## config.mk

```make
export PLATFORM = sky130hd
export DESIGN_NAME = com_ctrl
export DESIGN_NICKNAME = d
export VERILOG_FILES = /design/src/shared/com_pkg.sv /design/src/hdl/com_sync.sv /design/src/hdl/com_tick.sv /design/src/hdl/com_ctrl.sv
export SDC_FILE = /design/constraint.sdc
export NUM_CORES = 1
export LEC_CHECK = 0
export ABC_AREA = 1
export BUFFER_PORTS_ARGS = -buffer_cell sky130_fd_sc_hd__buf_4
export CAP_MARGIN = 20
export CORE_ASPECT_RATIO = 0.5
export CORE_MARGIN = 2
export CORE_UTILIZATION = 30
export CTS_CLUSTER_DIAMETER = 50
export DETAILED_ROUTE_END_ITERATION = 16
export GPL_TIMING_DRIVEN = 0
export PLACE_DENSITY_LB_ADDON = 0.3
export SYNTH_ARGS = -nofsm -noshare
export SYNTH_HDL_FRONTEND = slang
export SYNTH_SLANG_ARGS = --single-unit
```

## constraint.sdc

```tcl
create_clock -name clk_sys -period 2.2 [get_ports clk_sys]
set_input_delay 0.11 -clock clk_sys [delete_from_list [all_inputs] [get_ports clk_sys]]
set_output_delay 0.11 -clock clk_sys [all_outputs]
set_load 0.03 [all_outputs]
```

## src/shared/com_pkg.sv

```systemverilog
// Purpose: shared constants and types for the cabinet option menu control
// Assumes: 10 MHz clk_sys, APB register access, one prescaled tick
// Notes: times are kept in their own unit, cycle and tick counts derive from them, except SLOW_BLINK_TICKS, given in ticks
package com_pkg;

    localparam int unsigned CLK_HZ = 10_000_000;
    localparam int unsigned TICK_MS = 100;
    localparam int unsigned TICK_CYC_DEF = CLK_HZ / 1000 * TICK_MS;
    localparam int unsigned TICKS_PER_S = 1000 / TICK_MS;

    localparam int unsigned HOLD_S = 5;
    localparam int unsigned ALARM_DELAY_S = 10;
    localparam int unsigned TONE_CONT_S = 30;
    localparam int unsigned TONE_REP_S = 10;
    localparam int unsigned SB_MIN_MINUTES = 15;
    localparam int unsigned SLOW_BLINK_TICKS = 5;

    localparam logic [5:0] HOLD_TICKS = 6'(HOLD_S * TICKS_PER_S);
    localparam logic [6:0] ALARM_DELAY_TICKS = 7'(ALARM_DELAY_S * TICKS_PER_S);
    localparam logic [8:0] TONE_CONT_TICKS = 9'(TONE_CONT_S * TICKS_PER_S);
    localparam logic [6:0] TONE_REP_TICKS = 7'(TONE_REP_S * TICKS_PER_S);
    localparam logic [9:0] MINUTE_TICKS = 10'(60 * TICKS_PER_S);
    localparam logic [7:0] SB_MIN_SET = 8'(SB_MIN_MINUTES);

    localparam int unsigned NUM_OPT = 7;
    localparam int unsigned OPT_PWD = 0;
    localparam int unsigned OPT_UVANY = 1;
    localparam int unsigned OPT_MANUAL = 2;
    localparam int unsigned OPT_SETBACK = 3;
    localparam int unsigned OPT_MONOFF = 4;
    localparam int unsigned OPT_TEMPSB = 5;
    localparam int unsigned OPT_SILENCE = 6;

    localparam logic [11:0] ADDR_OPT = 12'h000;
    localparam logic [11:0] ADDR_PWD = 12'h004;
    localparam logic [11:0] ADDR_SBTIME = 12'h008;
    localparam logic [11:0] ADDR_STATUS = 12'h00c;

    localparam logic [6:0] OPT_RST = 7'h00;
    localparam logic [5:0] PWD_RST = 6'h04;
    localparam logic [7:0] SBTIME_RST = 8'h1e;

    localparam logic [1:0] CODE_BLOWER = 2'h0;
    localparam logic [1:0] CODE_HIDDEN = 2'h1;
    localparam logic [1:0] CODE_UP = 2'h2;
    localparam logic [1:0] CODE_DOWN = 2'h3;

    typedef struct packed {
        logic blower;
        logic light;
        logic uv;
        logic outlet;
        logic up;
        logic down;
        logic hidden;
    } com_keys_t;

    typedef struct packed {
        logic winClosed;
        logic winNormal;
        logic airLow;
        logic airHigh;
        logic wasRunning;
    } com_sense_t;

    typedef enum logic [1:0] {
        COM_RUN = 2'b01,
        COM_MENU = 2'b10
    } com_mode_t;

endpackage : com_pkg

```

## src/hdl/com_sync.sv

```systemverilog
// Purpose: two-flop synchroniser for panel and switch pins
// Assumes: pins are slow levels, no bus coherence needed
// Notes: first stage is read by the second stage only
`timescale 1ns/100ps
`default_nettype none
module com_sync #(
    parameter int W = 1
) (
    input wire logic clk_sys, // system clock
    input wire logic rst_n, // sync reset, active low
    input wire logic [W-1:0] d, // asynchronous pins
    output logic [W-1:0] q // synchronised levels
);
    logic [W-1:0] meta;

    always_ff @(posedge clk_sys)
    begin
        if (!rst_n)
        begin
            meta <= '0;
            q <= '0;
        end
        else
        begin
            meta <= d;
            q <= meta;
        end
    end
endmodule : com_sync
`default_nettype wire

```

## src/hdl/com_tick.sv

```systemverilog
// Purpose: prescaler giving the base tick and the two blink phases
// Assumes: CYC of at least two
// Notes: shorten CYC in simulation, every slow timer scales with it
`timescale 1ns/100ps
`default_nettype none
module com_tick
    import com_pkg::*;
#(
    parameter int unsigned CYC = TICK_CYC_DEF
) (
    input wire logic clk_sys, // system clock
    input wire logic rst_n, // sync reset, active low
    output logic tick, // one-cycle pulse per tick
    output logic fastBlink, // toggles each tick
    output logic slowBlink // toggles every few ticks
);
    localparam int CW = $clog2(CYC);
    logic [CW-1:0] cnt;
    logic [2:0] slowCnt;
    wire cntEnd = (cnt == CW'(CYC - 1));
    wire slowEnd = (slowCnt == 3'(SLOW_BLINK_TICKS - 1));

    always_ff @(posedge clk_sys)
    begin
        if (!rst_n)
        begin
            cnt <= '0;
            tick <= 1'b0;
            fastBlink <= 1'b0;
            slowBlink <= 1'b0;
            slowCnt <= '0;
        end
        else
        begin
            cnt <= cntEnd ? '0 : cnt + 1'b1;
            tick <= cntEnd;
            if (tick)
            begin
                fastBlink <= ~fastBlink;
                slowCnt <= slowEnd ? '0 : slowCnt + 1'b1;
                if (slowEnd)
                    slowBlink <= ~slowBlink;
            end
        end
    end
endmodule : com_tick
`default_nettype wire

```

## src/hdl/com_ctrl.sv

```systemverilog
// Purpose: option menu, blower, light, uv, alarm and relay control
// Assumes: keys and switches are debounced levels from the panel
// Notes: registers over APB answer with one flop stage, no wait states
`timescale 1ns/100ps
`default_nettype none
module com_ctrl
    import com_pkg::*;
#(
    parameter int unsigned TICK_CYCLES = TICK_CYC_DEF
) (
    input wire logic clk_sys, // system clock
    input wire logic rst_n, // sync reset, active low
    input wire logic psel, // apb select
    input wire logic penable, // apb enable
    input wire logic pwrite, // apb direction
    input wire logic [11:0] paddr, // apb byte address
    input wire logic [31:0] pwdata, // apb write data
    output logic [31:0] prdata, // apb read data
    output logic pready, // apb ready
    output logic pslverr, // apb error, unmapped address
    input wire com_keys_t keyPin, // panel keys, high when pressed
    input wire com_sense_t sensePin, // window, airflow and restart pins
    output logic menuLed, // red indicator above blower key
    output logic [NUM_OPT-1:0] airflowBarDisplay, // green segments
    output logic blowerLed, // green indicator above blower key
    output logic lightLed, // blue indicator above light key
    output logic blowerOn, // blower drive
    output logic blowerSlow, // reduced setback speed
    output logic lightOn, // work light drive
    output logic uvOn, // uv lamp drive
    output logic fanRelay, // fan contact
    output logic alarmRelay, // alarm contact
    output logic auxDcEn, // auxiliary dc output
    output logic beeper // audible tone
);
    com_keys_t keyS, keyPrev, keyPress;
    com_sense_t sense;
    logic tick, fastBlink, slowBlink;

    com_sync #(.W($bits(com_keys_t))) u_keySync (
        .clk_sys(clk_sys),
        .rst_n(rst_n),
        .d(keyPin),
        .q(keyS)
    );

    com_sync #(.W($bits(com_sense_t))) u_senseSync (
        .clk_sys(clk_sys),
        .rst_n(rst_n),
        .d(sensePin),
        .q(sense)
    );

    com_tick #(.CYC(TICK_CYCLES)) u_tick (
        .clk_sys(clk_sys),
        .rst_n(rst_n),
        .tick(tick),
        .fastBlink(fastBlink),
        .slowBlink(slowBlink)
    );

    com_mode_t mode;
    logic [NUM_OPT-1:0] opts, pending;
    logic [2:0] sel;
    logic [1:0] entryStep;
    logic [5:0] pwdReg, pwdShift;
    logic [7:0] sbTimeReg, sbMin;
    logic [9:0] minCnt;
    logic [5:0] holdCnt;
    logic armStop, booted, uvReq, lightLockOff, tempSb, alarmOn;
    logic [6:0] persistCnt, repCnt;
    logic [8:0] toneCnt;
    logic clickOn;

    assign keyPress = keyS & ~keyPrev;
    wire inRun = (mode == COM_RUN);
    wire inMenu = (mode == COM_MENU);
    wire anyPress = |keyPress;

    // menu entry: hold outlet key, then hidden, up, down
    wire entryKey = (entryStep == 2'h0) ? keyPress.hidden :
                    (entryStep == 2'h1) ? keyPress.up : keyPress.down;
    wire entryDone = inRun & keyS.outlet & entryKey & (entryStep == 2'h2);
    wire entryMiss = ~keyS.outlet | (anyPress & ~keyPress.outlet & ~entryKey);

    // password keys are encoded two bits each, oldest first
    wire codeKey = keyPress.blower | keyPress.hidden | keyPress.up | keyPress.down;
    wire [1:0] code = keyPress.blower ? CODE_BLOWER :
                      keyPress.hidden ? CODE_HIDDEN :
                      keyPress.up ? CODE_UP : CODE_DOWN;
    wire [5:0] next_pwdShift = {pwdShift[3:0], code};
    wire pwdMatch = codeKey & keyPress.blower & (next_pwdShift == pwdReg);

    wire holdFull = (holdCnt == HOLD_TICKS);
    wire holdHit = tick & keyS.blower & (holdCnt == HOLD_TICKS - 6'h01);
    wire blowerRel = keyPrev.blower & ~keyS.blower;
    wire bootStart = ~booted & tick & sense.wasRunning & ~opts[OPT_MANUAL];
    wire manStart = opts[OPT_PWD] ? pwdMatch : keyPress.blower;
    wire startReq = ~blowerOn & (bootStart | (inRun & manStart));
    wire stopReq = blowerOn & inRun & blowerRel & armStop & ~holdFull;

    // setback states
    wire sbActive = opts[OPT_SETBACK] & blowerOn & sense.winClosed;
    wire tempOk = opts[OPT_TEMPSB] & opts[OPT_SETBACK] & opts[OPT_PWD]
                  & sense.winNormal & blowerOn & (sbTimeReg >= SB_MIN_SET);
    wire minEnd = tick & (minCnt == MINUTE_TICKS - 10'h001);
    wire sbTimeout = tempSb & (sbMin == sbTimeReg);

    wire uvPermit = sense.winClosed | opts[OPT_UVANY];

    // airflow alarm
    wire alarmCond = ~opts[OPT_MONOFF] & blowerOn & (sense.airLow | sense.airHigh);
    wire alarmRaise = tick & alarmCond & (persistCnt == ALARM_DELAY_TICKS - 7'h01);
    wire toneCont = toneCnt < TONE_CONT_TICKS;
    wire toneReq = alarmOn & (toneCont | (repCnt == 7'h00));
    wire mute = opts[OPT_SILENCE] & inRun;

    // menu editing
    wire [2:0] selMax = 3'(NUM_OPT - 1);
    wire selLeft = inMenu & keyPress.uv & (sel != 3'h0);
    wire selRight = inMenu & keyPress.outlet & (sel != selMax);
    wire commit = inMenu & keyPress.hidden;
    wire abort = inMenu & ~keyPress.hidden & keyPress.light;

    // apb decode
    wire apbSetup = psel & ~penable;
    wire apbWr = psel & penable & pready & pwrite;
    wire hitOpt = (paddr == ADDR_OPT);
    wire hitPwd = (paddr == ADDR_PWD);
    wire hitSbt = (paddr == ADDR_SBTIME);
    wire hitSts = (paddr == ADDR_STATUS);
    wire hitAny = hitOpt | hitPwd | hitSbt | hitSts;
    wire [31:0] statusWord = {17'h00000, pending, uvOn, lightOn, sbActive, tempSb,
                              alarmOn, blowerSlow, blowerOn, inMenu};
    wire [31:0] rdMux = hitOpt ? {25'h0000000, opts} :
                        hitPwd ? {26'h0000000, pwdReg} :
                        hitSbt ? {24'h000000, sbTimeReg} :
                        hitSts ? statusWord : 32'h00000000;

    // indicator selection
    wire next_blowerSlow = blowerOn & (sbActive | tempSb);
    wire [NUM_OPT-1:0] menuSegs;
    genvar gi;
    generate
        for (gi = 0; gi < NUM_OPT; gi++)
        begin : g_seg
            wire isSel = (sel == 3'(gi));
            wire blinkPh = pending[gi] ? fastBlink : slowBlink;
            assign menuSegs[gi] = isSel ? blinkPh : pending[gi];
        end
    endgenerate
    wire [NUM_OPT-1:0] runSegs = ~blowerOn ? '0 :
                                 next_blowerSlow ? {NUM_OPT{slowBlink}} : '1;
    wire next_blowerLed = blowerOn & (next_blowerSlow ? slowBlink : 1'b1);

    always_ff @(posedge clk_sys)
    begin
        if (!rst_n)
        begin
            keyPrev <= '0;
            mode <= COM_RUN;
            entryStep <= 2'h0;
            sel <= 3'h0;
            pending <= OPT_RST;
        end
        else
        begin
            keyPrev <= keyS;
            case (mode)
                COM_RUN:
                begin
                    if (entryDone)
                    begin
                        mode <= COM_MENU;
                        pending <= opts;
                        sel <= 3'h0;
                        entryStep <= 2'h0;
                    end
                    else if (entryMiss)
                        entryStep <= 2'h0;
                    else if (entryKey)
                        entryStep <= entryStep + 2'h1;
                end
                COM_MENU:
                begin
                    if (commit | abort)
                        mode <= COM_RUN;
                    if (selLeft)
                        sel <= sel - 3'h1;
                    else if (selRight)
                        sel <= sel + 3'h1;
                    if (keyPress.up)
                        pending[sel] <= 1'b1;
                    else if (keyPress.down)
                        pending[sel] <= 1'b0;
                end
                default:
                    mode <= COM_RUN;
            endcase
        end
    end

    // option store: menu commit wins over a software write in the same cycle
    always_ff @(posedge clk_sys)
    begin
        if (!rst_n)
        begin
            opts <= OPT_RST;
            pwdReg <= PWD_RST;
            sbTimeReg <= SBTIME_RST;
        end
        else
        begin
            if (commit)
                opts <= pending;
            else if (apbWr & hitOpt)
                opts <= pwdata[NUM_OPT-1:0];
            if (apbWr & hitPwd)
                pwdReg <= pwdata[5:0];
            if (apbWr & hitSbt)
                sbTimeReg <= pwdata[7:0];
        end
    end

    always_ff @(posedge clk_sys)
    begin
        if (!rst_n)
        begin
            pready <= 1'b0;
            pslverr <= 1'b0;
            prdata <= 32'h00000000;
        end
        else
        begin
            pready <= apbSetup;
            pslverr <= apbSetup & ~hitAny;
            prdata <= (apbSetup & ~pwrite) ? rdMux : 32'h00000000;
        end
    end

    // blower, password and temporary setback
    always_ff @(posedge clk_sys)
    begin
        if (!rst_n)
        begin
            blowerOn <= 1'b0;
            booted <= 1'b0;
            armStop <= 1'b0;
            holdCnt <= 6'h00;
            pwdShift <= 6'h3f;
            tempSb <= 1'b0;
            minCnt <= 10'h000;
            sbMin <= 8'h00;
        end
        else
        begin
            if (tick)
                booted <= 1'b1;
            if (startReq)
                blowerOn <= 1'b1;
            else if (stopReq)
                blowerOn <= 1'b0;
            // a release only stops the blower if the press found it running
            if (keyPress.blower)
                armStop <= blowerOn;
            else if (blowerRel)
                armStop <= 1'b0;
            if (~keyS.blower)
                holdCnt <= 6'h00;
            else if (tick & ~holdFull)
                holdCnt <= holdCnt + 6'h01;
            if (startReq | ~inRun | blowerOn)
                pwdShift <= 6'h3f;
            else if (codeKey)
                pwdShift <= next_pwdShift;
            if (~tempOk | sbTimeout)
                tempSb <= 1'b0;
            else if (holdHit & inRun)
                tempSb <= ~tempSb;
            if (~tempSb | keyPress.blower)
            begin
                minCnt <= 10'h000;
                sbMin <= 8'h00;
            end
            else if (tick)
            begin
                minCnt <= minEnd ? 10'h000 : minCnt + 10'h001;
                if (minEnd)
                    sbMin <= sbMin + 8'h01;
            end
        end
    end

    // light and uv lamp
    always_ff @(posedge clk_sys)
    begin
        if (!rst_n)
        begin
            lightOn <= 1'b0;
            lightLockOff <= 1'b0;
            uvReq <= 1'b0;
        end
        else
        begin
            if (sbActive)
            begin
                lightOn <= 1'b0;
                if (lightOn)
                    lightLockOff <= 1'b1;
            end
            else
            begin
                lightLockOff <= 1'b0;
                if (inRun & keyPress.light)
                    lightOn <= ~lightOn;
            end
            if (~uvPermit)
                uvReq <= 1'b0;
            else if (inRun & keyPress.uv)
                uvReq <= ~uvReq;
        end
    end

    // alarm persistence and tone pattern
    always_ff @(posedge clk_sys)
    begin
        if (!rst_n)
        begin
            persistCnt <= 7'h00;
            alarmOn <= 1'b0;
            toneCnt <= 9'h000;
            repCnt <= 7'h00;
        end
        else
        begin
            if (~alarmCond)
                persistCnt <= 7'h00;
            else if (tick & ~alarmRaise)
                persistCnt <= persistCnt + 7'h01;
            // cleared only by the blower stopping or the monitor being disabled
            if (~blowerOn | opts[OPT_MONOFF])
                alarmOn <= 1'b0;
            else if (alarmRaise)
                alarmOn <= 1'b1;
            if (~alarmOn)
            begin
                toneCnt <= 9'h000;
                repCnt <= 7'h00;
            end
            else if (tick)
            begin
                if (toneCont)
                    toneCnt <= toneCnt + 9'h001;
                else
                    repCnt <= (repCnt == TONE_REP_TICKS - 7'h01) ? 7'h00 : repCnt + 7'h01;
            end
        end
    end

    // registered outputs
    always_ff @(posedge clk_sys)
    begin
        if (!rst_n)
        begin
            clickOn <= 1'b0;
            menuLed <= 1'b0;
            airflowBarDisplay <= '0;
            blowerLed <= 1'b0;
            lightLed <= 1'b0;
            blowerSlow <= 1'b0;
            uvOn <= 1'b0;
            fanRelay <= 1'b0;
            alarmRelay <= 1'b0;
            auxDcEn <= 1'b0;
            beeper <= 1'b0;
        end
        else
        begin
            // key click lasts until the next tick
            if (anyPress)
                clickOn <= 1'b1;
            else if (tick)
                clickOn <= 1'b0;
            menuLed <= inMenu & fastBlink;
            airflowBarDisplay <= inMenu ? menuSegs : runSegs;
            blowerLed <= next_blowerLed;
            lightLed <= lightLockOff ? fastBlink : lightOn;
            blowerSlow <= next_blowerSlow;
            uvOn <= uvReq & uvPermit;
            fanRelay <= blowerOn;
            alarmRelay <= alarmOn;
            auxDcEn <= blowerOn;
            beeper <= (toneReq | clickOn) & ~mute;
        end
    end
endmodule : com_ctrl
`default_nettype wire

```

==> implementation parameters, run 1 <==
Parameter                              Value

Global routing
  Antenna violations before repair ... 0
  GRT Util Overall ... 14.6%
  Global route overflow ... 0
  Maximum number of pins on one net before global-route repair ... 19
  Via count of the first global-routing pass ... 7230
  Global-route wire length before repair ... 35000 um

Power
  Worst vdd ir ... 582 uV
  Leakage power total ... 4.40 nW
  P per Cell Area ... 747 nW/um2
  Total power consumption of the routed design ... 7.80 mW

Clock tree
  Maximum clock path buffer count ... 2
  Clk slew on worst S/H paths ... 0.07 ns
  Postcts setup bufs ... 0
  Clock latency reported for the late side of the worst-skew pair ... 0.44 ns
  Number of buffers created by CTS ... 17
  CTS tree ... done
  Number of clock sinks ... 184
  CTS Root Cell ... sky130_fd_sc_hd__clkbuf_16
  H-tree Lvls ... 4

Setup path
  Arrival time of data at the critical path endpoint ... 2.30 ns
  Crit-path max FO ... 9
  Type of element capturing the critical path ... flip-flop
  Critical path buffer and inverter count ... 1
  Kind of start point of the critical path ... flip-flop
  WS Path Type ... flip-flop to flip-flop
  Crit path required time ... 2.53 ns
  Slowest stage cell, crit path ... sky130_fd_sc_hd__dfxtp_1
  Delay-heaviest family, CP ... simple AND/OR/NAND/NOR gates
  Ordered list of cells on the worst path ... inv_1 -> ha_1 -> nand2_1 -> nand3_1 -> nand2_1 -> nor2_1 -> nor2_1 -> nand2_1 -> o21ai_1 -> nor2_1
  Largest stage delay on the critical path ... 0.50 ns

Finish
  Count of antenna diodes in the layout ... 0
  Final Instance Count excl. Fillers ... 1699
  Area Overhead vs Synth ... 21.7%
  Share of layout cells above drive strength 1 ... 13.7%
  Net total in the final layout ... 1391

Die
  Starting density of the core ... 30.7%
  Die span in x ... 243 um
  Cell row count ... 43
  Number of top-level design ports ... 113
  Die Footprint ... 30100 um2
  Die Height ... 124 um
  Area of the placeable core ... 27900 um2

STA
  Worst path setup slack after routing ... 0.227 ns
  Max Clock Skew ... 0.00934 ns
  Final slew viol count ... 0
  Setup TNS ... 0 ns
  Unrepaired setup endpoints after global routing ... false
  Max_slew headroom ... 54.8%
  Worst Max-Slew Pin Slew ... 0.678 ns
  Post-layout minimum cycle time ... 1.97 ns
  Final setup violating endpoints ... 0
  Period utilisation layout ... 89.7%
  Fmax ... 507 MHz
  Endpoints failing hold ... 0

Route
  Via Count ... 7727
  Avg Vias per Cell ... 4.55
  Routed WL ... 21300 um
  Number of detailed-route iterations in the first pass ... 5
  Post-route DRC ... 0
  Post-detailed-route count of antenna-violating nets ... 0
  Avg WL per Cell ... 12.5 um
  Number of DRC markers after the initial detailed-route iteration ... 562

Run status
  Run status ... finished, final reports clean

Placed design
  Worst slack at placement ... 0.246 ns
  Post-DP HPWL ... 16100 um
  Weighted congestion reported at the end of routability-driven placement ... 0.882
  Placed Instances ... 1645
  Total of buffers placed on input and output ports ... 69

Synthesis
  Cell with the most instances after synthesis ... sky130_fd_sc_hd__nand2_1
  Netlist Area Pre-Place ... 8580 um2
  Instance count of the mapped netlist ... 1178
  Cell variety after synth ... 43
  Synth async-reset ratio ... 0%
  Avg Synthesized Cell Area ... 7.29 um2
  Post-synth EDFFs ... 0
  Total of flip-flops plus latches after synthesis ... 184
  Synth area leaders ... sky130_fd_sc_hd__dfxtp_1 (43%), sky130_fd_sc_hd__nand2_1 (11%), sky130_fd_sc_hd__inv_1 (6.6%), sky130_fd_sc_hd__nor2_1 (5.4%), sky130_fd_sc_hd__a21oi_1 (5.4%)
  Dominant cell type by area after synthesis ... sky130_fd_sc_hd__dfxtp_1
  Synth top cells by count ... sky130_fd_sc_hd__nand2_1 (244), sky130_fd_sc_hd__dfxtp_1 (184), sky130_fd_sc_hd__inv_1 (150), sky130_fd_sc_hd__nor2_1 (124), sky130_fd_sc_hd__a21oi_1 (92)
  Primary flip-flop cell chosen by synthesis mapping ... sky130_fd_sc_hd__dfxtp_1
  Area fraction of the dominant cell type after synthesis ... 42.9%
  Fraction of the yosys area taken by sequential cells ... 42.9%
  Synthesis warning total ... 0

Job
  # Max-Cap Violations ... 0

Min path
  Worst min-delay path category ... primary input to flip-flop
==> flip-flops by register name, summed over array words and instances (netlist names), 4 cells and up, named ones only <==
| register | cells |
|---|---|
| u_keySync.q | 7 |
| keyPrev | 7 |
| repCnt | 7 |
| opts | 7 |
| pwdReg | 6 |
| pwdShift | 4 |
| u_senseSync.q | 5 |
| sbMin | 8 |
| prdata | 15 |
| holdCnt | 6 |
| persistCnt | 7 |
| u_tick.cnt | 20 |
| u_senseSync.meta | 5 |
| minCnt | 10 |
| sbTimeReg | 8 |
| u_keySync.meta | 7 |
| toneCnt | 9 |
| airflowBarDisplay | 7 |
==> worst register-to-register path, stage by stage, from the launching register on <==
cell and delay, ns:
sky130_fd_sc_hd__dfxtp_1 0.50, sky130_fd_sc_hd__inv_1 0.19, sky130_fd_sc_hd__ha_1 0.25, sky130_fd_sc_hd__nand2_1 0.12, sky130_fd_sc_hd__nand3_1 0.15, sky130_fd_sc_hd__nand2_1 0.12, sky130_fd_sc_hd__nor2_1 0.05, sky130_fd_sc_hd__nor2_1 0.18
sky130_fd_sc_hd__nand2_1 0.13, sky130_fd_sc_hd__o21ai_1 0.13, sky130_fd_sc_hd__nor2_1 0.06
==> worst paths after layout <==
check                                    startpoint          endpoint  slack (ns)  depth (start not counted)
worst min register to register  u_senseSync.meta[4]  u_senseSync.q[4]        0.41                          2
worst max-delay path                         sel[0]            sel[2]        0.23                         10
worst max register to register               sel[0]            sel[2]        0.23                         10
worst min-delay path                      pwdata[6]      sbTimeReg[6]        0.03                          3
==> cells by family after synthesis <==
family	Yosys count	share of synthesized area (%)
AO/OA/AOI/OAI	192	12.1
adder cells (fa/ha/maj)	26	3.79
XOR/XNOR	34	3.47
flip-flops	184	42.9
other	1	0.0437
buffers and inverters	215	10.5
multiplexers	1	0.117
AND/OR/NAND/NOR	525	27.1
==> metrics by stage <==
step / util [%] / hold WS (ns) / area, um2
after global routing: 37.4 / 0.0377 / 10400
final: 37.4 / 0.0266 / 10400
after CTS: 37.4 / 0.000247 / 10400
after detailed placement: 34.5 / 0.296 / 9640
after floorplan: - / 0.208 / 8640
after global placement: 34.5 / 0.296 / 9640
==> placed cells by master, fill, tap and decap left out, types with 3 or more instances in the layout <==
cell / netlist / final
sky130_fd_sc_hd__nand2_2: 4 / 4
sky130_fd_sc_hd__nor3_1: 31 / 31
sky130_fd_sc_hd__o21ai_0: 54 / 54
sky130_fd_sc_hd__nand2_1: 244 / 244
sky130_fd_sc_hd__nand3_2: 4 / 4
sky130_fd_sc_hd__ha_1: 26 / 26
sky130_fd_sc_hd__nor2_1: 124 / 124
sky130_fd_sc_hd__inv_6: 0 / 5
sky130_fd_sc_hd__buf_4: 21 / 90
sky130_fd_sc_hd__nor2_2: 3 / 3
sky130_fd_sc_hd__nor2_4: 5 / 5
sky130_fd_sc_hd__inv_1: 150 / 150
sky130_fd_sc_hd__clkinv_4: 0 / 4
sky130_fd_sc_hd__conb_1: 1 / 17
sky130_fd_sc_hd__nor3_2: 4 / 4
sky130_fd_sc_hd__o311ai_0: 6 / 6
sky130_fd_sc_hd__xnor2_1: 11 / 11
sky130_fd_sc_hd__xor2_1: 23 / 23
sky130_fd_sc_hd__o21ai_1: 17 / 17
sky130_fd_sc_hd__buf_2: 12 / 12
sky130_fd_sc_hd__o22ai_1: 4 / 4
sky130_fd_sc_hd__a21oi_1: 92 / 92
sky130_fd_sc_hd__clkbuf_16: 0 / 17
sky130_fd_sc_hd__clkbuf_1: 13 / 13
sky130_fd_sc_hd__o21bai_1: 3 / 3
sky130_fd_sc_hd__nor4_1: 6 / 6
sky130_fd_sc_hd__inv_2: 19 / 19
sky130_fd_sc_hd__nand4_1: 22 / 22
sky130_fd_sc_hd__nand3_1: 68 / 68
sky130_fd_sc_hd__o31ai_1: 8 / 8
sky130_fd_sc_hd__dfxtp_1: 184 / 184
sky130_fd_sc_hd__dlygate4sd3_1: 0 / 22
==> where the power goes <==
part	internal, mW	switching [mW]	total (mW)
combinational	0.397	0.795	1.19
sequential	3.47	0.0642	3.53
clock	1.61	1.47	3.08
==> per-layer routing <==
metal | global-route usage, % | vias to the layer above | share of wire, %
met5 | 0 | - | 0
met4 | 4.72 | 0 | 1.3
met3 | 2.48 | 27 | 3.5
met2 | 25.2 | 140 | 48
met1 | 18.7 | 3544 | 48
li1 | - | 4016 | -
==> final cells by class <==
type	instances	area [um2]
Buffer	46	267
Sequential cell	184	3680
Clock inverter	15	160
Clock buffer	17	425
Multi-Input combinational cell	795	4060
Fill cell	2861	17500
Tap cell	382	478
Inverter	169	634
Timing Repair Buffer	91	738
==> repair_timing <==
item / in CTS / in global routing
endpoints found under the hold margin: 28 / 0
hold buffers: 22 / 0
gates resized for setup: 0 / 0
(Power assumes the default switching activity.)
==> run 2: changes to the inputs <==
--- a/config.mk
+++ b/config.mk
@@ -5,9 +5,9 @@
 export SDC_FILE = /design/constraint.sdc
 export NUM_CORES = 1
 export LEC_CHECK = 0
-export ABC_AREA = 1
+export ABC_AREA = 0
 export BUFFER_PORTS_ARGS = -buffer_cell sky130_fd_sc_hd__buf_4
-export CAP_MARGIN = 20
+export CAP_MARGIN = 30
 export CORE_ASPECT_RATIO = 0.5
 export CORE_MARGIN = 2
 export CORE_UTILIZATION = 30
==> implementation parameters, run 2 <==
Parameter                              Value

Synthesis
  Synth async-reset ratio ... 0% (unchanged)
  Total of flip-flops plus latches after synthesis ... 184 (unchanged)
  Synth top cells by count ... sky130_fd_sc_hd__dfxtp_1 (184), sky130_fd_sc_hd__nor2_1 (114), sky130_fd_sc_hd__nand2_1 (69), sky130_fd_sc_hd__mux2i_1 (44), sky130_fd_sc_hd__and2_1 (40) (was sky130_fd_sc_hd__nand2_1 (244), sky130_fd_sc_hd__dfxtp_1 (184), sky130_fd_sc_hd__inv_1 (150), sky130_fd_sc_hd__nor2_1 (124), sky130_fd_sc_hd__a21oi_1 (92))
  Synthesis warning total ... 0 (unchanged)
  Cell with the most instances after synthesis ... sky130_fd_sc_hd__dfxtp_1 (was sky130_fd_sc_hd__nand2_1)
  Synth area leaders ... sky130_fd_sc_hd__dfxtp_1 (46%), sky130_fd_sc_hd__mux2i_1 (5.5%), sky130_fd_sc_hd__nor2_1 (5.3%), sky130_fd_sc_hd__ha_1 (4.0%), sky130_fd_sc_hd__xor2_1 (4.0%) (was sky130_fd_sc_hd__dfxtp_1 (43%), sky130_fd_sc_hd__nand2_1 (11%), sky130_fd_sc_hd__inv_1 (6.6%), sky130_fd_sc_hd__nor2_1 (5.4%), sky130_fd_sc_hd__a21oi_1 (5.4%))
  Netlist Area Pre-Place ... 8080 um2 (was 8580 um2)
  Primary flip-flop cell chosen by synthesis mapping ... sky130_fd_sc_hd__dfxtp_1 (unchanged)
  Dominant cell type by area after synthesis ... sky130_fd_sc_hd__dfxtp_1 (unchanged)
  Area fraction of the dominant cell type after synthesis ... 45.6% (was 42.9%)
  Fraction of the yosys area taken by sequential cells ... 45.6% (was 42.9%)
  Instance count of the mapped netlist ... 893 (was 1178)
  Post-synth EDFFs ... 0 (unchanged)
  Avg Synthesized Cell Area ... 9.05 um2 (was 7.29 um2)
  Cell variety after synth ... 62 (was 43)

Finish
  Max FFs per register ... 20 (unchanged)
  Area Overhead vs Synth ... 22.8% (was 21.7%)
  Leading registers by flop count ... u_tick.cnt x20, prdata x15, minCnt x10 (unchanged)
  Final Instance Count excl. Fillers ... 1386 (was 1699)
  Share of layout cells above drive strength 1 ... 13.6% (was 13.7%)
  Commonest non-fill, non-tap cell in the layout ... sky130_fd_sc_hd__dfxtp_1 (was sky130_fd_sc_hd__nand2_1)
  Net total in the final layout ... 1106 (was 1391)
  Highest-count cells in the layout ignoring fill and taps ... sky130_fd_sc_hd__dfxtp_1 (184), sky130_fd_sc_hd__nor2_1 (114), sky130_fd_sc_hd__buf_4 (90) (was sky130_fd_sc_hd__nand2_1 (244), sky130_fd_sc_hd__dfxtp_1 (184), sky130_fd_sc_hd__inv_1 (150))
  Number of filler instances in the final layout ... 2631 (was 2861)
  Register with the highest flop count ... u_tick.cnt (unchanged)
  Final cell utilization of the core ... 37.5% (was 37.4%)

Setup path
  Kind of start point of the critical path ... flip-flop (unchanged)
  Type of element capturing the critical path ... flip-flop (unchanged)
  Largest stage delay on the critical path ... 0.41 ns (was 0.50 ns)
  WS Path Type ... flip-flop to flip-flop (unchanged)
  Crit-path max FO ... 9 (unchanged)
  Delay-heaviest family, CP ... buffers and inverters (was simple AND/OR/NAND/NOR gates)
  Arrival time of data at the critical path endpoint ... 2.33 ns (was 2.30 ns)
  Crit path required time ... 2.49 ns (was 2.53 ns)
  Slowest stage cell, crit path ... sky130_fd_sc_hd__a31oi_2 (was sky130_fd_sc_hd__dfxtp_1)
  Ordered list of cells on the worst path ... inv_1 -> ha_1 -> clkbuf_1 -> nor2_1 -> a31oi_2 -> and2_1 -> clkbuf_2 -> a211oi_1 (was inv_1 -> ha_1 -> nand2_1 -> nand3_1 -> nand2_1 -> nor2_1 -> nor2_1 -> nand2_1 -> o21ai_1 -> nor2_1)
  Critical path buffer and inverter count ... 3 (was 1)

Power
  Worst vdd ir ... 363 uV (was 582 uV)
  Leakage power total ... 3.85 nW (was 4.40 nW)
  P per Cell Area ... 743 nW/um2 (was 747 nW/um2)
  Total power consumption of the routed design ... 7.38 mW (was 7.80 mW)

Placed design
  Weighted congestion reported at the end of routability-driven placement ... 0.883 (was 0.882)
  Post-DP HPWL ... 14300 um (was 16100 um)
  Placed Instances ... 1330 (was 1645)
  Total of buffers placed on input and output ports ... 69 (unchanged)

Global routing
  GRT Util Overall ... 14.2% (was 14.6%)
  Global-route wire length before repair ... 32000 um (was 35000 um)
  Global route overflow ... 0 (unchanged)
  Maximum number of pins on one net before global-route repair ... 20 (was 19)
  Via count of the first global-routing pass ... 6307 (was 7230)
  Antenna violations before repair ... 2 (was 0)

Clock tree
  Number of buffers created by CTS ... 17 (unchanged)
  H-tree Lvls ... 4 (unchanged)
  Clk slew on worst S/H paths ... 0.07 ns (about the same)
  Number of clock sinks ... 184 (unchanged)
  Clock latency reported for the late side of the worst-skew pair ... 0.45 ns (was 0.44 ns)
  Maximum clock path buffer count ... 2 (unchanged)
  CTS tree ... done (unchanged)
  CTS Root Cell ... sky130_fd_sc_hd__clkbuf_16 (unchanged)

STA
  Endpoints failing hold ... 0 (unchanged)
  Max_slew headroom ... 48.1% (was 54.8%)
  Fmax ... 491 MHz (was 507 MHz)
  Final setup violating endpoints ... 0 (unchanged)
  Period utilisation layout ... 92.6% (was 89.7%)
  Max Clock Skew ... 0.0327 ns (was 0.00934 ns)
  Unrepaired setup endpoints after global routing ... false (unchanged)
  Post-layout minimum cycle time ... 2.04 ns (was 1.97 ns)
  Final slew viol count ... 0 (unchanged)
  Worst Max-Slew Pin Slew ... 0.779 ns (was 0.678 ns)

Die
  Cell row count ... 42 (was 43)
  Die span in x ... 236 um (was 243 um)
  Starting density of the core ... 30.6% (was 30.7%)
  Die Footprint ... 28300 um2 (was 30100 um2)
  Die Height ... 120 um (was 124 um)
  Area of the placeable core ... 26400 um2 (was 27900 um2)
  Number of top-level design ports ... 113 (unchanged)

Route
  Avg WL per Cell ... 14.1 um (was 12.5 um)
  Number of detailed-route iterations in the first pass ... 5 (unchanged)
  Avg Vias per Cell ... 4.75 (was 4.55)
  Routed WL ... 19500 um (was 21300 um)
  Via Count ... 6581 (was 7727)
  Post-detailed-route count of antenna-violating nets ... 0 (unchanged)
  Number of DRC markers after the initial detailed-route iteration ... 387 (was 562)
  Post-route DRC ... 0 (unchanged)

Min path
  Worst min-delay path category ... primary input to flip-flop (unchanged)

Run status
  Run status ... finished, final reports clean (unchanged)

Job
  # Max-Cap Violations ... 0 (unchanged)
## run 2: changes by cell type in the layout (fill, tap and decap cells not counted), sizes merged, moves of 40 or more
| cell | previous run | this run |
|---|---|---|
| and2 | 0 | 40 |
| nand2 | 250 | 69 |
| inv | 176 | 39 |
| o21ai | 72 | 28 |
| a21oi | 94 | 31 |
| mux2i | 1 | 44 |
## run 2: what timing repair did
| action | CTS | global route |
|---|---|---|
| pin swaps | 1 | 2 |
| gates resized for setup | 4 | 3 |
| setup buffers | 1 | 2 |
| hold buffers | 22 | 0 |
| endpoints found under the setup margin | 18 | 28 |
| hold endpoints to repair | 29 | 0 |
## run 2: cell families (layout without fill, tap and decap cells)
family / Yosys count / count (layout) / share of synthesized area (%)
buffers and inverters: 83 / 206 / 4.74
flip-flops: 184 / 184 / 45.6
adder cells (fa/ha/maj): 26 / 26 / 4.03
XOR/XNOR: 73 / 73 / 7.91
AND/OR/NAND/NOR: 357 / 357 / 22.4
other: 1 / 19 / 0.0464
AO/OA/AOI/OAI: 125 / 125 / 9.87
multiplexers: 44 / 44 / 5.45
## run 2: worst paths after layout
path / start / endpoint / slack (ns) / depth (start not counted)
worst min register to register: u_keySync.meta[5] / u_keySync.q[5] / 0.43 / 1
worst min-delay path: paddr[6] / pslverr / 0.04 / 4
worst max register to register: mode[0] / flip-flop / 0.16 / 8
worst max-delay path: mode[0] / flip-flop / 0.16 / 8
## run 2: tightest hold or removal path, stage by stage
cell and delay (ns):
sky130_fd_sc_hd__buf_4 0.08, sky130_fd_sc_hd__or4_4 0.13, sky130_fd_sc_hd__nor3_4 0.05, sky130_fd_sc_hd__nor2_1 0.08
## run 2: metrics by stage
| stage | worst slack, ns | instance area (um2) | hold WS, ns | TNS, ns |
|---|---|---|---|---|
| floorplan | 0.230 | 8140 | 0.235 | 0 |
| global route | 0.00714 | 9920 | 0.0562 | 0 |
| CTS | 0.0643 | 9910 | 0.0366 | 0 |
| finish | 0.162 | 9920 | 0.0400 | 0 |
| global placement | -0.0738 | 9100 | 0.321 | -0.677 |
| detailed placement | -0.145 | 9100 | 0.323 | -1.32 |
## run 2: cell type report
cell class              instances  area, um2  area share (%)
repair buffers                 94        761            7.67
inverters                      33        124            1.25
plain buffers                  47        251            2.53
flip-flops and latches        184       3680            37.1
clock buffers                  18        439            4.43
diodes                          2       5.00          0.0504
clock inverters                14        134            1.35
multi-input cells             642       4090            41.2
well taps                     352        440            4.44
## run 2: power breakdown
group          switching [mW]  total [mW]  leakage (nW)  internal, mW
Sequential              0.118        3.56          1.49          3.44
Clock                    1.45        2.97         0.281          1.52
Combinational           0.489       0.847          2.07         0.358
Total                    2.06        7.38          3.85          5.32
## run 2: metal layers
| layer | GRT usage (%) | vias to the layer above | share of wire, % |
|---|---|---|---|
| met1 | 18.0 | 3089 | 47 |
| met4 | 4.22 | 0 | 1.1 |
| met2 | 23.7 | 166 | 47 |
| met5 | 0 | - | 0 |
| li1 | - | 3302 | - |
| met3 | 3.73 | 24 | 5.3 |
==> run 3: changes to the inputs <==
--- a/config.mk
+++ b/config.mk
@@ -10,11 +10,12 @@
 export CAP_MARGIN = 30
 export CORE_ASPECT_RATIO = 0.5
 export CORE_MARGIN = 2
-export CORE_UTILIZATION = 30
+export CORE_UTILIZATION = 40
 export CTS_CLUSTER_DIAMETER = 50
 export DETAILED_ROUTE_END_ITERATION = 16
 export GPL_TIMING_DRIVEN = 0
 export PLACE_DENSITY_LB_ADDON = 0.3
+export REMOVE_ABC_BUFFERS = 1
 export SYNTH_ARGS = -nofsm -noshare
 export SYNTH_HDL_FRONTEND = slang
 export SYNTH_SLANG_ARGS = --single-unit
==> implementation parameters, run 3 (synthesized netlist as in run 2, its figures left out) <==
Parameter                              Value

Run status
  Run status ... finished, final reports clean (unchanged)

Finish
  Multi-input logic area ... 4100 um2 (was 4090 um2)
  Register with the highest flop count ... u_tick.cnt (unchanged)
  Number of filler instances in the final layout ... 1896 (was 2631)
  Share of layout cells above drive strength 1 ... 12.2% (was 13.6%)
  Design Area, Final ... 9580 um2 (was 9920 um2)
  Max FFs per register ... 20 (unchanged)
  Flip-flop and latch area ... 3690 um2 (was 3680 um2)
  Net total in the final layout ... 1060 (was 1106)
  Area Overhead vs Synth ... 18.6% (was 22.8%)
  Leading registers by flop count ... u_tick.cnt x20, prdata x15, minCnt x10 (unchanged)
  Highest-count cells in the layout ignoring fill and taps ... sky130_fd_sc_hd__dfxtp_1 (183), sky130_fd_sc_hd__nor2_1 (114), sky130_fd_sc_hd__buf_4 (72) (was sky130_fd_sc_hd__dfxtp_1 (184), sky130_fd_sc_hd__nor2_1 (114), sky130_fd_sc_hd__buf_4 (90))
  Count of antenna diodes in the layout ... 0 (was 2)
  Commonest non-fill, non-tap cell in the layout ... sky130_fd_sc_hd__dfxtp_1 (unchanged)

STA
  Period utilisation layout ... 93.2% (was 92.6%)
  Fmax ... 488 MHz (was 491 MHz)
  Worst path setup slack after routing ... 0.150 ns (was 0.162 ns)
  Max Clock Skew ... 0.0141 ns (was 0.0327 ns)
  Endpoints failing hold ... 0 (unchanged)
  Max_slew headroom ... 48.7% (was 48.1%)
  Worst Max-Slew Pin Slew ... 0.760 ns (was 0.779 ns)
  Final slew viol count ... 0 (unchanged)
  Unrepaired setup endpoints after global routing ... false (unchanged)
  Final setup violating endpoints ... 0 (unchanged)
  Post-layout minimum cycle time ... 2.05 ns (was 2.04 ns)

Die
  Die span in x ... 205 um (was 236 um)
  Cell row count ... 36 (was 42)
  Die Footprint ... 21400 um2 (was 28300 um2)
  Die Height ... 104 um (was 120 um)
  Starting density of the core ... 41.1% (was 30.6%)
  Number of top-level design ports ... 113 (unchanged)
  Area of the placeable core ... 19600 um2 (was 26400 um2)

Global routing
  GRT Util Overall ... 16.9% (was 14.2%)
  Global-route wire length before repair ... 29300 um (was 32000 um)
  Antenna violations before repair ... 0 (was 2)
  Maximum number of pins on one net before global-route repair ... 62 (was 20)
  Global route overflow ... 0 (unchanged)
  Via count of the first global-routing pass ... 5992 (was 6307)

Clock tree
  Clk slew on worst S/H paths ... 0.07 ns (about the same)
  Number of clock sinks ... 184 (unchanged)
  H-tree Lvls ... 4 (unchanged)
  Number of buffers created by CTS ... 17 (unchanged)
  CTS Root Cell ... sky130_fd_sc_hd__clkbuf_16 (unchanged)
  Clock latency reported for the late side of the worst-skew pair ... 0.43 ns (was 0.45 ns)
  CTS tree ... done (unchanged)
  Maximum clock path buffer count ... 2 (unchanged)

Route
  Via Count ... 6336 (was 6581)
  Number of detailed-route iterations in the first pass ... 5 (unchanged)
  Number of DRC markers after the initial detailed-route iteration ... 348 (was 387)
  Routed WL ... 17600 um (was 19500 um)
  Avg Vias per Cell ... 5.07 (was 4.75)
  Post-detailed-route count of antenna-violating nets ... 0 (unchanged)
  Avg WL per Cell ... 14.1 um (about the same)
  Post-route DRC ... 0 (unchanged)

Min path
  Worst hold endpoint ... pslverr (unchanged)
  Worst hold path startpoint ... paddr[6] (unchanged)
  Worst min-delay path category ... primary input to flip-flop (unchanged)
  Min-Delay Path Depth ... 4 (unchanged)

Power
  Internal power consumption ... 5.43 mW (was 5.32 mW)
  Share of power burned in combinational logic ... 10.4% (was 11.5%)
  Sequential power share ... 48.5% (was 48.2%)
  Portion of total power attributed to the clock network ... 41.1% (was 40.3%)
  Net switching power of the design ... 1.90 mW (was 2.06 mW)
  P per Cell Area ... 764 nW/um2 (was 743 nW/um2)
  Leakage power total ... 3.69 nW (was 3.85 nW)
  Net switching share of the total power ... 25.9% (was 27.9%)
  Worst vdd ir ... 589 uV (was 363 uV)

Placed design
  Post-DP HPWL ... 12100 um (was 14300 um)
  Post-place instance area ... 8760 um2 (was 9100 um2)
  Weighted congestion reported at the end of routability-driven placement ... 0.810 (was 0.883)
  Total of buffers placed on input and output ports ... 71 (was 69)
  Worst slack at placement ... -0.341 ns (was -0.145 ns)

Setup path
  Kind of start point of the critical path ... flip-flop (unchanged)
  Crit path required time ... 2.48 ns (was 2.49 ns)
  Worst R2R Start ... mode[0] (unchanged)
  Register-to-Register Setup Slack ... 0.15 ns (was 0.16 ns)
  Arrival time of data at the critical path endpoint ... 2.33 ns (about the same)
  Crit-path max FO ... 20 (was 9)
  FF-to-FF path depth ... 7 (was 8)
  WS Path Type ... flip-flop to flip-flop (unchanged)
  Type of element capturing the critical path ... flip-flop (unchanged)
  Timing startpoint of the critical path ... mode[0] (unchanged)

Job
  # Max-Cap Violations ... 0 (unchanged)
==> run 3: critical path, cell delays in order (launching register included) <==
cell	delay, ns
sky130_fd_sc_hd__dfxtp_1	0.33
sky130_fd_sc_hd__inv_1	0.08
sky130_fd_sc_hd__ha_2	0.39
sky130_fd_sc_hd__buf_8	0.22
sky130_fd_sc_hd__nor2_1	0.07
sky130_fd_sc_hd__a31oi_2	0.39
sky130_fd_sc_hd__and2_2	0.33
sky130_fd_sc_hd__a211oi_1	0.10
==> run 3: worst max-delay path by stage <==
stage / to / slack, ns / cells past startpoint
4_1_cts: flip-flop / 0.04 / 7
3_5_place_dp: sbMin[7] / -0.34 / 5
3_3_place_gp: sbMin[7] / -0.36 / 5
6_report: flip-flop / 0.15 / 7
2_1_floorplan: sbMin[7] / 0.18 / 5
5_1_grt: u_tick.cnt[3] / 0.01 / 6
==> run 3: layer usage <==
metal  track usage [%]  share of wire (%)  vias up
li1                  -                  -     3204
met1              22.0                 49     3030
met2              28.5                 47       86
met3              3.45                3.4       16
met4              4.47                1.1        0
met5                 0                  0        -
==> run 3: metrics by stage <==
stage	TNS, ns	hold slack [ns]	power [mW]	std cells	util (%)
6_report	0	0.0708	7.32	1249	48.8
5_1_grt	0	0.0561	7.65	1249	48.8
4_1_cts	0	0.0561	7.40	1248	48.7
3_5_place_dp	-7.26	0.322	4.35	1197	44.6
3_3_place_gp	-6.83	0.317	4.33	1196	44.5
2_1_floorplan	0	0.172	4.07	859	-
==> run 3: area by class of cell <==
| cell class | count | area share (%) |
|---|---|---|
| Clock inverter | 12 | 1.50 |
| Tap cell | 266 | 3.47 |
| Multi-Input combinational cell | 642 | 42.7 |
| Clock buffer | 17 | 4.44 |
| Inverter | 33 | 1.29 |
| Timing Repair Buffer | 95 | 8.09 |
| Sequential cell | 184 | 38.5 |
==> run 3: what timing repair did <==
item,CTS,global route
resized for setup,5,3
setup buffers,0,1
pin swaps,0,1
hold endpoints to repair,28,0
hold buffers,22,0
setup endpoints to repair,51,27
==> run 3: power groups by stage <==
stage | sequential (mW) | combinational, mW | clock [mW]
floorplan | 3.62 | 0.449 | 0
global placement | 3.62 | 0.704 | 0
detailed placement | 3.63 | 0.720 | 0
CTS | 3.55 | 0.762 | 3.09
global route | 3.56 | 0.845 | 3.24
finish | 3.55 | 0.765 | 3.01
